File: config.mk
export PLATFORM = sky130hd
export DESIGN_NAME = incr_jump_exec
export DESIGN_NICKNAME = d
export VERILOG_FILES = /design/src/incr_alu.v /design/src/incr_jump_exec.v
export VERILOG_INCLUDE_DIRS = /design/src
export SDC_FILE = /design/constraint.sdc
export NUM_CORES = 1
export LEC_CHECK = 0
export BUFFER_PORTS_ARGS = -buffer_cell sky130_fd_sc_hd__buf_2
export CAP_MARGIN = 20
export CORE_ASPECT_RATIO = 0.75
export CORE_MARGIN = 10
export CORE_UTILIZATION = 48
export CTS_CLUSTER_DIAMETER = 150
export DETAILED_ROUTE_END_ITERATION = 16
export GPL_TIMING_DRIVEN = 0
export PLACE_DENSITY = 0.83
export SETUP_SLACK_MARGIN = 0.3
export SYNTH_ARGS = -nofsm -noshare
export SYNTH_HDL_FRONTEND = slang
export SYNTH_SLANG_ARGS = --single-unit
File: constraint.sdc
create_clock -name clk_i -period 2.3 [get_ports clk_i]
set_input_delay 0.345 -clock clk_i [delete_from_list [all_inputs] [get_ports clk_i]]
set_output_delay 0.345 -clock clk_i [all_outputs]
set_load 0.03 [all_outputs]
File: src/incr_jump_defs.vh
// Purpose: Constants for the increment and long jump execution block
// Assumes: 16-bit instruction words, 8-bit data, 12-bit data addresses
// Notes:   Opcode fields are matched on the upper bits of the word
`ifndef INCR_JUMP_DEFS_VH
`define INCR_JUMP_DEFS_VH

`define OPC6_INC_FILE    6'h0A
`define OPC6_INC_SKZ     6'h0F
`define OPC6_INC_SKNZ    6'h12
`define OPC8_JUMP1       8'hEF
`define OPC4_JUMP2       4'hF
`define IDX_LIMIT        8'h5F
`define ACC_SPLIT        8'h60
`define ACC_HIGH_BANK    4'hF
`define ST_C             0
`define ST_DIG           1
`define ST_Z             2
`define ST_OVF           3
`define ST_N             4
`define PH_Q1            2'h0
`define PH_Q2            2'h1
`define PH_Q3            2'h2
`define PH_Q4            2'h3
`define STATUS_RST       5'h00
`define WREG_RST         8'h00

`endif

File: src/incr_alu.v
// Purpose: Increment arithmetic with status flag generation
// Assumes: Pure combinational, same clock domain as caller
// Notes:   Flags follow an add of one with no carry in
`timescale 1ns/100ps
module incr_alu (
   input  wire [7:0] val_i,
   output wire [7:0] sum_o,
   output wire [4:0] flags_o
);
   wire [8:0] full;
   wire [4:0] low;

   assign full  = {1'b0, val_i} + 9'h001;
   assign low   = {1'b0, val_i[3:0]} + 5'h01;
   assign sum_o = full[7:0];
   // Order: negative, overflow, zero, digit carry, carry
   assign flags_o = {full[7], (~val_i[7] & full[7]),
                     (full[7:0] == 8'h00), low[4], full[8]};
endmodule // incr_alu

File: src/incr_jump_exec.v
// Purpose: Executes increment_file, increment_skip variants, long_jump
// Assumes: Q phases counted locally; data memory answers within a phase
// Notes:   One instruction word per cycle, presented for the whole cycle
//          Jump word two follows word one, then one discarded cycle
//
// Contract
// - Increment takes 8-bit file address plus one-bit destination and bank.
// - Increment recognised by opcode 0010 10, then d, a, file address.
// - Increment adds one to the file value, wrapping FFh to 00h.
// - Destination bit 0 writes working register, 1 writes file back.
// - Increment updates carry, digit carry, negative, overflow and zero.
// - Bank operand 0 selects the fixed access bank.
// - Bank operand 1 takes upper address from bank_select_register.
// - Extended set, bank 0, address up to 95 uses indexed offset.
// - long_jump loads its 20-bit target into PC bits 20 to 1.
// - long_jump always takes two cycles, second is a no-operation; here word two loads the PC and a third, discarded cycle follows.
// - Skip-if-nonzero variant discards next instruction on nonzero result.
`timescale 1ns/100ps
`include "incr_jump_defs.vh"
module incr_jump_exec (
   input  wire        clk_i,
   input  wire        rst_i,
   input  wire [15:0] instr_i,
   input  wire        ext_set_i,
   input  wire [3:0]  bank_select_register_i,
   input  wire [11:0] fsr2_i,
   input  wire [7:0]  rd_data_i,
   output reg  [11:0] mem_addr_o,
   output reg         mem_rd_o,
   output reg         mem_wr_o,
   output reg  [7:0]  wr_data_o,
   output reg  [7:0]  wreg_o,
   output reg  [4:0]  status_o,
   output reg  [1:0]  phase_o,
   output reg         pc_load_o,
   output reg  [20:0] pc_target_o,
   output reg         flush_o,
   output reg         busy_o
);
   localparam S_RUN   = 2'd0;
   localparam S_JUMP2 = 2'd1;
   localparam S_NOP   = 2'd2;

   // Kind of instruction latched at decode
   localparam K_NONE  = 3'd0;
   localparam K_INC   = 3'd1;
   localparam K_INC_Z = 3'd2;
   localparam K_INC_N = 3'd3;
   localparam K_JUMP  = 3'd4;

   reg  [1:0]  state_r;
   reg  [1:0]  state_nxt;
   reg  [7:0]  k_low_r;
   reg  [7:0]  op_val_r;
   reg  [2:0]  kind_r;
   reg         dest_r;
   wire [7:0]  sum;
   wire [4:0]  flags;

   // Addressing for byte operands
   function [11:0] f_addr;
      input [7:0]  f;
      input        a;
      input        ext;
      input [3:0]  bank;
      input [11:0] base;
      begin
         if (a)
            f_addr = {bank, f};
         else if (ext && f <= `IDX_LIMIT)
            // Wraps inside the 4K data space, as the index register does
            f_addr = base + {4'h0, f};
         else if (f < `ACC_SPLIT)
            f_addr = {4'h0, f};
         else
            f_addr = {`ACC_HIGH_BANK, f};
      end
   endfunction

   // Opcode to kind; anything else decodes as nothing
   function [2:0] f_kind;
      input [15:0] w;
      begin
         case (w[15:10])
            `OPC6_INC_FILE: f_kind = K_INC;
            `OPC6_INC_SKZ:  f_kind = K_INC_Z;
            `OPC6_INC_SKNZ: f_kind = K_INC_N;
            default: begin
               if (w[15:8] == `OPC8_JUMP1)
                  f_kind = K_JUMP;
               else
                  f_kind = K_NONE;
            end
         endcase
      end
   endfunction

   // Skip test of the two increment-and-skip kinds
   function f_skip;
      input [2:0] k;
      input [7:0] s;
      begin
         f_skip = (k == K_INC_Z && s == 8'h00) ||
                  (k == K_INC_N && s != 8'h00);
      end
   endfunction

   // Increment kinds read a file register and write a destination
   function f_is_inc;
      input [2:0] k;
      begin
         f_is_inc = (k == K_INC) || (k == K_INC_Z) || (k == K_INC_N);
      end
   endfunction

   wire [2:0] kind_dec  = f_kind(instr_i);
   wire       jump_tail = (instr_i[15:12] == `OPC4_JUMP2);
   wire       skip_now  = f_skip(kind_r, sum);

   incr_alu u_alu (
      .val_i   (op_val_r),
      .sum_o   (sum),
      .flags_o (flags)
   );

   // Jump: word one in S_RUN, word two in S_JUMP2, then S_NOP
   always @* begin
      state_nxt = state_r;
      case (state_r)
         S_RUN: begin
            if (phase_o == `PH_Q4 && kind_r == K_JUMP)
               state_nxt = S_JUMP2;
            else if (phase_o == `PH_Q4 && skip_now)
               state_nxt = S_NOP;
         end
         S_JUMP2: begin
            // Malformed word two loads nothing, so nothing to discard
            if (phase_o == `PH_Q4)
               state_nxt = jump_tail ? S_NOP : S_RUN;
         end
         S_NOP: begin
            if (phase_o == `PH_Q4)
               state_nxt = S_RUN;
         end
         default: state_nxt = S_RUN;
      endcase
   end

   // Phase runs free; the Q1 edge is the one where phase_o is 0
   always @(posedge clk_i or posedge rst_i) begin
      if (rst_i) begin
         state_r     <= S_RUN;
         phase_o     <= `PH_Q1;
         k_low_r     <= 8'h00;
         op_val_r    <= 8'h00;
         kind_r      <= 3'd0;
         dest_r      <= 1'b0;
         mem_addr_o  <= 12'h000;
         mem_rd_o    <= 1'b0;
         mem_wr_o    <= 1'b0;
         wr_data_o   <= 8'h00;
         wreg_o      <= `WREG_RST;
         status_o    <= `STATUS_RST;
         pc_load_o   <= 1'b0;
         pc_target_o <= 21'h00_0000;
         flush_o     <= 1'b0;
         busy_o      <= 1'b0;
      end else begin
         state_r   <= state_nxt;
         phase_o   <= phase_o + 2'd1;
         mem_rd_o  <= 1'b0;
         mem_wr_o  <= 1'b0;
         pc_load_o <= 1'b0;
         flush_o   <= 1'b0;
         busy_o    <= (state_nxt != S_RUN);
         case (phase_o)
            `PH_Q1: begin
               // Discarded slots decode as nothing; word two keeps the jump
               if (state_r == S_RUN)
                  kind_r <= kind_dec;
               else if (state_r != S_JUMP2)
                  kind_r <= K_NONE;
               if (state_r == S_RUN) begin
                  dest_r <= instr_i[9];
                  if (f_is_inc(kind_dec)) begin
                     mem_addr_o <= f_addr(instr_i[7:0], instr_i[8],
                        ext_set_i, bank_select_register_i, fsr2_i);
                     mem_rd_o   <= 1'b1;
                  end
                  if (kind_dec == K_JUMP)
                     k_low_r <= instr_i[7:0];
               end
            end
            `PH_Q2: begin
               if (f_is_inc(kind_r))
                  op_val_r <= rd_data_i;
            end
            `PH_Q3: begin
               // Increment settles in the ALU from op_val_r
            end
            default: begin
               // Target loads only with word two on instr_i
               if (state_r == S_JUMP2 && kind_r == K_JUMP && jump_tail) begin
                  pc_target_o <= {instr_i[11:0], k_low_r, 1'b0};
                  pc_load_o   <= 1'b1;
                  flush_o     <= 1'b1;
               end
               if (f_is_inc(kind_r)) begin
                  if (dest_r) begin
                     mem_wr_o  <= 1'b1;
                     wr_data_o <= sum;
                  end else begin
                     wreg_o <= sum;
                  end
                  if (kind_r == K_INC)
                     status_o <= flags;
                  if (skip_now)
                     flush_o <= 1'b1;
               end
            end
         endcase
      end
   end
endmodule // incr_jump_exec

==> reports/qor.csv, run 1 <==
stage,metric,value,unit
logic_synthesis,synth_ff_type,dfrtp_1,
clock_tree,numClockSinks,82,
detailed_routing,highest_layer,met4,
global_route,first_global_vias,3359,
logic_synthesis,synth-edff-count,0,
global_route,antenna_found_initial,0,
detailed_routing,vias,3243,
critical_path,crit_type,reg2reg,
clock_tree,root_buffer,clkbuf_8,
detailed_routing,wl_per_cell,17.6,um
detailed_routing,ant_nets,0,
clock_tree,clockBufferDepth,2,
critical_path,crit_start,op_val_r[0],
critical_path,arrival,2320,ps
place,hpwl,7.85,mm
die,dieArea,12500,um2
die,rows,28,
detailed_routing,wl_met3,752,um
logic_synthesis,avgSynthCellArea,10.9,um2
finish,nets,553,
critical_path,worst-path-buf-inv,1,
critical_path,worstReg2RegStart,op_val_r[0],
critical_path,cp-start-kind,flip-flop,
global_route,grt_usage,16.6,%
sta,max_slew_margin,40.4,%
critical_path,critPathCaptureType,flip-flop,
finish,synthToLayoutAreaGrowth,29.6,%
global_route,grt_max_degree,43,
job,drv_cap,0,
pwr,p_leak,0.00266,uW
logic_synthesis,synth_top_cell_by_area,dfrtp_1,
critical_path,max_stage_delay,400,ps
sta,holdWs,162,ps
finish,layout_commonest_cell,buf_2,
clock_tree,cts_tree,yes,
logic_synthesis,netlist_area,4020,um2
critical_path,rr_endpoint,state_r[1],
pwr,power,3810,uW
pwr,p_per_area,732,nW/um2
place,pre_cts_ws,-45.8,ps
die,io_pins,104,
place,gp_congestion,0.885,
die,die_h,99.2,um
sta,fin_ws,232,ps
critical_path,ff2ff_setup_slack,230,ps
critical_path,critPathTopFamily,simple AND/OR/NAND/NOR gates,
detailed_routing,first_pass_iters,5,
sta,period_share,89.9,%
detailed_routing,remaining_drc_errors,0,
global_route,grt.overflow.total,0,
sta,tightest_slew,892,ps
finish,finalNonFillerCells,606,
logic_synthesis,seq_area_frac_synth,51.1,%
sta,min_period,2070,ps
clock_tree,cts.clk_slew.worst_paths,90,ps
detailed_routing,drt-total-wl,10.7,mm
logic_synthesis,ys_types,48,
pwr,max-vdd-ir-drop,427,uV
clock_tree,cts_made_buffers,9,
place,placed_cells,576,
critical_path,worst-path-stages,8,
logic_synthesis,netlist.area_leader.share,51.1,%
die,core_area,8020,um2
critical_path,path_cells,buf_4 -> ha_1 -> nand3_1 -> o2bb2ai_1 -> nand4_1 -> xnor2_1 -> nand3_2 -> o31ai_2,
logic_synthesis,ys_ff_latch,82,
clock_tree,insertion_delay,350,ps
finish,antenna_cells,0,
critical_path,r2r_cells,8,
logic_synthesis,ys_warn_count,0,
die,die_width,126,um
logic_synthesis,syn_inst,368,
die,initial_utilization,50.1,%
sta,timing_hold_violations_final,0,
sta,max_freq,483,MHz
critical_path,cp.required,2550,ps
detailed_routing,vias_per_cell,5.35,
logic_synthesis,synth_area_leaders,"dfrtp_1, mux2_2, ha_1, o21ai_0, a21oi_1",
detailed_routing,first_iter_violations,266,
detailed_routing,met1Wirelength,4.60,mm
critical_path,crit_path_max_fanout,5,
critical_path,timing.critical_path.to,state_r[1],
sta,finalSetupViolCount,0,
clock_tree,h-tree-depth,3,
outcome,status,"finished, final reports clean",
logic_synthesis,async_reset_ff_share,100,%
global_route,grt_pass1_wl,17.1,mm
place,port_buffers,102,
sta,setup_tns,0,ps
sta,rsz0062_at_grt,true,
logic_synthesis,syn_nets,425,
finish,fillers,646,
sta,finClkSkew,14.7,ps
finish,layout_common_cells,"buf_2, dfrtp_1, mux2_2",
sta,finalMaxSlewViolations,0,
critical_path,cp_slowest_cell,dfrtp_1,
worst_hold_path,hold_path.class,in2async,
detailed_routing,wl_met2,5.20,mm
finish,drive_gt1_share,42.1,%
==> synth_stat cells (5+ instances only) <==
cell type and count:
o21ai_0 26, xor2_1 6, nor2b_1 7, mux2_2 41
a31oi_1 7, ha_1 13, xnor2_1 8, a21o_1 5
nor3_1 7, inv_1 15, a21oi_1 21, nand3_1 14
nand2_1 28, nand2b_1 10, nor2_1 20, dfrtp_1 82
==> report_power, final <==
group	internal [uW]	total, uW	switching (uW)	leakage, uW
combinational	305	790	486	0.00143
clock	865	1390	526	0.000137
sequential	1550	1630	73.0	0.00110
==> kinds of logic (layout without fill, tap and decap cells) <==
logic type	after synthesis	in the layout	synth area share, %
and+or+nand+nor	108	108	14.2
DFF	82	82	51.1
AOI/OAI and AO/OA	73	73	10.5
muxes	45	45	12.5
buffers and inverters	31	164	4.05
adders and majority gates	14	14	4.55
xor gates and xnor gates	14	14	3.05
other	1	1	0.0933
==> through the flow <==
step           utilization (%)  area, um2
6_report                  64.9       5210
3_3_place_gp              58.2       4670
3_5_place_dp              58.4       4690
5_1_grt                   64.9       5210
2_1_floorplan                -       4030
4_1_cts                   64.0       5130
==> state kept, by name (all words and copies together) (netlist names), 3 cells and up <==
register and cells:
status_o 5, pc_target_o 20, mem_addr_o 12, op_val_r 8
kind_r 3, wr_data_o 8, k_low_r 8, wreg_o 8
==> metal layers <==
layer	track usage, %	vias to the layer above
met5	0	-
met4	5.39	0
met3	4.99	10
met2	26.8	117
met1	20.8	1566
li1	-	1550
==> how the worst min path moves through the flow <==
| stage | start | to | cells past startpoint |
|---|---|---|---|
| after floorplan | rd_data_i[7] | op_val_r[7] | 2 |
| after CTS | rst_i | wr_data_o[7] | 2 |
| final | rst_i | wr_data_o[7] | 2 |
| after detailed placement | wr_data_o[5] | wr_data_o[5] | 2 |
| after global placement | wr_data_o[7] | wr_data_o[7] | 2 |
| after global routing | rd_data_i[0] | op_val_r[0] | 2 |
==> area by class of cell <==
type	instances	area, um2	area share (%)
Buffer	16	146	2.81
Clock buffer	10	138	2.64
Clock inverter	6	138	2.64
Inverter	15	60.1	1.15
Multi-Input combinational cell	255	1900	36.6
Sequential cell	82	2050	39.5
Tap cell	105	131	2.52
Timing Repair Buffer	117	636	12.2
==> what timing repair did <==
action                                  CTS  global route
buffers inserted                         13             1
gates resized for setup                  16            18
hold buffers                              0             0
endpoints found under the setup margin   11            38
pin swaps                                 8             8
cloned                                    0             0
(Power assumes the default switching activity.)
==> run 2: changes to the inputs <==
REMOVE_ABC_BUFFERS = 1   (was default)
SYNTH_HIERARCHICAL = 1   (was default)
==> reports/qor.csv, run 2 <==
stage,metric,value,unit,change
die,die_width,126,um,+0.57%
place,gp_congestion,0.944,,+6.7%
finish,antenna_cells,0,,unchanged
clock_tree,cts_tree,yes,,
finish,largest_reg_flops,20,,unchanged
pwr,max-vdd-ir-drop,529,uV,+24%
place,hpwl,7.70,mm,-1.8%
critical_path,cp.required,2570,ps,+20 ps
global_route,antenna_found_initial,0,,unchanged
global_route,grt_pass1_wl,17.6,mm,+2.8%
sta,setup_tns,0,ps,unchanged
sta,max_slew_margin,55.1,%,+15 points
logic_synthesis,seq_area_frac_synth,50.4,%,-0.69 points
logic_synthesis,ys_types,58,,+21%
pwr,power,4030,uW,+5.9%
sta,period_share,98.9,%,+9.0 points
logic_synthesis,ys_ff_latch,82,,unchanged
logic_synthesis,netlist.area_leader.share,50.4,%,-0.69 points
pwr,p_per_area,757,nW/um2,+3.4%
die,dieArea,12600,um2,+1.1%
logic_synthesis,synth_area_leaders,"dfrtp_1, mux2_2, ha_1, nand2_1, a21oi_1",,
sta,max_freq,440,MHz,-9.1%
clock_tree,insertion_delay,330,ps,-20 ps
sta,finalMaxSlewViolations,0,,unchanged
critical_path,crit_path_max_fanout,2,,-3
finish,nets,526,,-4.9%
finish,layout_commonest_cell,buf_2,,
logic_synthesis,synth_top_cell_by_area,dfrtp_1,,
die,core_area,8350,um2,+4.0%
detailed_routing,remaining_drc_errors,0,,unchanged
critical_path,cp-start-kind,flip-flop,,
sta,timing_hold_violations_final,0,,unchanged
logic_synthesis,netlist_area,4070,um2,+1.4%
die,initial_utilization,48.8,%,-1.3 points
sta,finalSetupViolCount,0,,unchanged
finish,finalNonFillerCells,581,,-4.1%
pwr,p_leak,0.00274,uW,+3.2%
clock_tree,cts_made_buffers,9,,unchanged
place,placed_cells,540,,-6.3%
global_route,first_global_vias,3513,,+4.6%
finish,drive_gt1_share,48.4,%,+6.3 points
die,rows,29,,+3.6%
sta,tightest_slew,673,ps,-219 ps
global_route,grt.overflow.total,0,,unchanged
logic_synthesis,async_reset_ff_share,100,%,unchanged
detailed_routing,vias,3216,,-0.83%
global_route,grt_max_degree,47,,+9.3%
detailed_routing,ant_nets,0,,unchanged
sta,min_period,2270,ps,+206 ps
detailed_routing,wl_per_cell,18.8,um,+6.8%
finish,final_util,63.9,%,-1.0 points
critical_path,arrival,2550,ps,+230 ps
logic_synthesis,synth_commonest_cells,"dfrtp_1, mux2_2, nand2_1",,
worst_hold_path,hold_path.class,in2async,,
sta,holdWs,48.8,ps,-113 ps
die,io_pins,104,,unchanged
clock_tree,h-tree-depth,3,,unchanged
clock_tree,cts.clk_slew.worst_paths,60,ps,-30 ps
logic_synthesis,avgSynthCellArea,11.9,um2,+9.4%
place,port_buffers,102,,unchanged
logic_synthesis,synth-edff-count,0,,unchanged
finish,synthToLayoutAreaGrowth,30.8,%,
detailed_routing,first_iter_violations,293,,+10%
detailed_routing,vias_per_cell,5.54,,+3.4%
finish,largestRegisters,"pc_target_o: 20 flops, mem_addr_o: 12 flops",,
global_route,grt_usage,16.9,%,+0.38 points
critical_path,crit_type,reg2reg,,
outcome,status,"finished, final reports clean",,
finish,regMostFlops,pc_target_o,,
logic_synthesis,syn_inst,341,,-7.3%
die,die_h,99.8,um,+0.54%
logic_synthesis,ys_warn_count,6,,+6
logic_synthesis,synth_most_common_cell,dfrtp_1,,
critical_path,critPathCaptureType,flip-flop,,
detailed_routing,drt-total-wl,10.9,mm,+2.4%
sta,rsz0062_at_grt,true,,
detailed_routing,first_pass_iters,4,,-1
clock_tree,numClockSinks,82,,unchanged
finish,layout_common_cells,"buf_2, dfrtp_1, mux2_2",,
logic_synthesis,synth_ff_type,dfrtp_1,,
sta,finClkSkew,6.86,ps,-7.89 ps
job,drv_cap,0,,unchanged
critical_path,r2r_cells,12,,+4
clock_tree,root_buffer,clkbuf_16,,
clock_tree,clockBufferDepth,2,,unchanged
==> run 2: changes by cell type after synthesis, sizes merged, moves of 6 or more <==
cell,previous run,this run
o21ai,26,12
mux2,41,59
a21oi,21,15
nand2,29,22
nand2b,10,2
nor3,8,1
==> run 2: critical path, cell delays in order (launching register included) <==
cell and delay (ps):
dfrtp_1 380, and2_4 160, nand4_1 120, nor2_1 80
ha_1 320, inv_2 70, nor4_4 250, and3b_1 220
o2111ai_2 150, buf_4 180, buf_4 130, buf_6 110
nand2b_4 50
==> run 2: per-layer routing <==
layer	share of wire [%]	up-vias	wire length, um	GRT usage (%)
li1	-	1477	-	-
met1	44	1620	4760	20.8
met2	49	107	5310	27.6
met3	6.5	12	708	5.06
met4	1.2	0	131	6.55
met5	0	-	0	0
==> run 2: cells by family (layout without fill, tap and decap cells) <==
| logic type | count (synthesis) | after routing | share of synthesized area, % |
|---|---|---|---|
| multiplexers | 63 | 63 | 17.3 |
| buffers and inverters | 31 | 161 | 4.12 |
| XOR/XNOR | 10 | 10 | 2.15 |
| AO/OA/AOI/OAI | 55 | 55 | 9.25 |
| AND/OR/NAND/NOR | 84 | 86 | 11.9 |
| flip-flops | 82 | 82 | 50.4 |
| adder cells (fa/ha/maj) | 15 | 15 | 4.79 |
| other | 1 | 1 | 0.0921 |
==> run 2: per-stage QoR <==
stage / instance area, um2 / setup WS [ps]
6_report: 5330 / 25.6
5_1_grt: 5330 / -102
4_1_cts: 5210 / 46.8
3_5_place_dp: 4650 / -384
3_3_place_gp: 4620 / -1030
2_1_floorplan: 3980 / -153
==> run 2: worst paths after layout <==
path                                 startpoint              end  slack (ps)
worst max-delay path                op_val_r[3]          flush_o          30
worst min-delay path                      rst_i     wr_data_o[0]          50
worst max register to register      op_val_r[3]          flush_o          30
worst min register to register  pc_target_o[14]  pc_target_o[14]         480
max in group asynchronous                 rst_i  pc_target_o[20]        1670
min in group clk_i                 rd_data_i[6]      op_val_r[6]         240
==> run 2: report_power, final <==
part           leakage, uW  switching, uW  internal [uW]
combinational      0.00147            451            269
sequential         0.00110           80.5           1550
clock             0.000167            605           1070
==> run 2: area by class of cell <==
cell class                      instances  area [um2]
Fill cell                             658        3020
Sequential cell                        82        2060
Multi-Input combinational cell        230        1950
Timing Repair Buffer                  126         761
Clock buffer                            9         225
Tap cell                              108         135
Clock inverter                          7         124
Inverter                               19        73.8
==> run 2: what timing repair did <==
action / in CTS / in global routing
buffers inserted: 20 / 3
gates resized for setup: 14 / 20
setup endpoints to repair: 37 / 51
pin swaps: 8 / 3
cloned: 1 / 1
hold buffers: 0 / 0
==> run 3: changes to the inputs <==
GPL_TIMING_DRIVEN = default   (was 0)
==> reports/qor.csv, run 3 (synthesized netlist as in run 2, its figures left out) <==
stage,metric,value,unit,change
critical_path,arrival,2400,ps,-150 ps
finish,seq_area,2050,um2,-0.18%
detailed_routing,vias_per_cell,5.39,,-2.6%
finish,final_util,64.4,%,+0.54 points
die,core_area,8350,um2,unchanged
worst_hold_path,hold_path.class,in2async,,
critical_path,max_stage_delay,380,ps,about the same
critical_path,critPathTopFamily,simple AND/OR/NAND/NOR gates,,
die,die_width,126,um,unchanged
detailed_routing,first_pass_iters,4,,unchanged
die,rows,29,,unchanged
finish,finalNonFillerCells,593,,+2.1%
die,io_pins,104,,unchanged
critical_path,path_cells,and2_4 -> nand4_1 -> nor2_1 -> ha_1 -> inv_2 -> nor4_4 -> and3b_1 -> o2111ai_2 -> buf_4 -> a221oi_2 -> or2_4,,
place,port_buffers,102,,unchanged
place,pre_cts_ws,-34.8,ps,+349 ps
pwr,p_per_area,728,nW/um2,-3.8%
critical_path,cp-start-kind,flip-flop,,
critical_path,crit_path_max_fanout,3,,+1
sta,tightest_slew,679,ps,+5.45 ps
detailed_routing,wl_per_cell,18.2,um,-3.2%
critical_path,r2r_cells,11,,-1
detailed_routing,first_iter_violations,241,,-18%
critical_path,critPathCaptureType,flip-flop,,
job,drv_cap,0,,unchanged
detailed_routing,drt-total-wl,10.8,mm,-1.2%
sta,setup_tns,0,ps,unchanged
clock_tree,clockBufferDepth,2,,unchanged
detailed_routing,remaining_drc_errors,0,,unchanged
finish,drive_gt1_share,49.3,%,+0.86 points
global_route,grt.overflow.total,0,,unchanged
finish,regMostFlops,pc_target_o,,
global_route,first_global_vias,3409,,-3.0%
critical_path,cp.required,2580,ps,about the same
die,initial_utilization,48.8,%,unchanged
clock_tree,cts_tree,yes,,
critical_path,worst-path-buf-inv,2,,-2
clock_tree,h-tree-depth,3,,unchanged
sta,rsz0062_at_grt,true,,
sta,max_freq,472,MHz,+7.4%
finish,largestRegisters,"pc_target_o: 20 flops, mem_addr_o: 12 flops",,
finish,nets,538,,+2.3%
finish,fillers,636,,-3.3%
sta,finClkSkew,5.92,ps,-0.934 ps
critical_path,crit_type,reg2reg,,
detailed_routing,vias,3198,,-0.56%
finish,layout_common_cells,"buf_2, dfrtp_1, mux2_2",,
finish,layout_commonest_cell,buf_2,,
sta,max_slew_margin,54.6,%,-0.56 points
outcome,status,"finished, final reports clean",,
sta,holdWs,34.1,ps,-14.7 ps
sta,period_share,92.1,%,-6.8 points
clock_tree,numClockSinks,82,,unchanged
die,dieArea,12600,um2,unchanged
finish,synthToLayoutAreaGrowth,32.0,%,
sta,finalSetupViolCount,0,,unchanged
clock_tree,root_buffer,clkbuf_16,,
place,hpwl,7.78,mm,+1.1%
die,die_h,99.8,um,unchanged
clock_tree,cts_made_buffers,9,,unchanged
global_route,grt_pass1_wl,17.5,mm,-0.19%
clock_tree,cts.clk_slew.worst_paths,70,ps,about the same
sta,finalMaxSlewViolations,0,,unchanged
critical_path,cp_slowest_cell,dfrtp_1,,
finish,multi_input_area,1950,um2,-0.45%
global_route,antenna_found_initial,0,,unchanged
global_route,grt_max_degree,53,,+13%
place,gp_congestion,0.959,,+1.6%
finish,antenna_cells,0,,unchanged
sta,fin_ws,182,ps,+156 ps
sta,timing_hold_violations_final,0,,unchanged
sta,min_period,2120,ps,-156 ps
detailed_routing,ant_nets,0,,unchanged
critical_path,worst-path-stages,11,,-1
pwr,p_leak,0.00280,uW,+2.0%
clock_tree,insertion_delay,340,ps,about the same
finish,largest_reg_flops,20,,unchanged
global_route,grt_usage,17.0,%,+0.043 points
pwr,max-vdd-ir-drop,464,uV,-12%
place,placed_cells,558,,+3.3%
==> run 3: cell count changes in the layout (fill, tap and decap cells not counted), sizes merged <==
cell | before | now
clkinv | 0 | 1
and2 | 4 | 3
bufinv | 3 | 1
inv | 22 | 23
buf | 126 | 140
nor2 | 18 | 17
==> run 3: power by group <==
group,total [uW],leakage [uW],internal (uW),switching [uW]
Clock,1480,0.000148,860,617
Combinational,815,0.00154,326,489
Sequential,1620,0.00111,1550,67.1
Total,3910,0.00280,2740,1170
==> run 3: routing by layer <==
layer | GRT usage, % | vias up | part of all wire [%]
met5 | 0.392 | - | 0
met3 | 4.58 | 22 | 5.8
li1 | - | 1498 | -
met1 | 21.6 | 1561 | 43
met2 | 27.3 | 117 | 48
met4 | 6.20 | 0 | 2.4
==> run 3: path summary, 6_finish.rpt <==
check | startpoint | endpoint | slack (ps)
worst max-delay path | op_val_r[3] | busy_o | 180
worst min-delay path | rst_i | pc_load_o | 30
worst max register to register | op_val_r[3] | busy_o | 180
worst min register to register | pc_target_o[15] | pc_target_o[15] | 500
max in group asynchronous | rst_i | mem_addr_o[7] | 1620
min in group clk_i | rd_data_i[4] | op_val_r[4] | 240
==> run 3: layout make-up <==
cell class                      count  area share, %
Sequential cell                    82           38.2
Multi-Input combinational cell    228           36.2
Timing Repair Buffer              140           16.0
Clock buffer                        9           4.19
Tap cell                          108           2.51
Clock inverter                      7           1.51
Inverter                           19           1.35
==> run 3: what timing repair did <==
action | 4_1_cts | 5_1_grt
hold buffers | 0 | 0
gates resized for setup | 11 | 19
cloned | 0 | 0
setup buffers | 16 | 3
pin swaps | 12 | 8
setup endpoints to repair | 3 | 31
==> run 3: stage by stage <==
stage	total power, uW	instance area, um2
floorplan	2080	3980
global placement	2350	4790
detailed placement	2380	4790
CTS	3920	5280
global route	4090	5370
finish	3910	5370
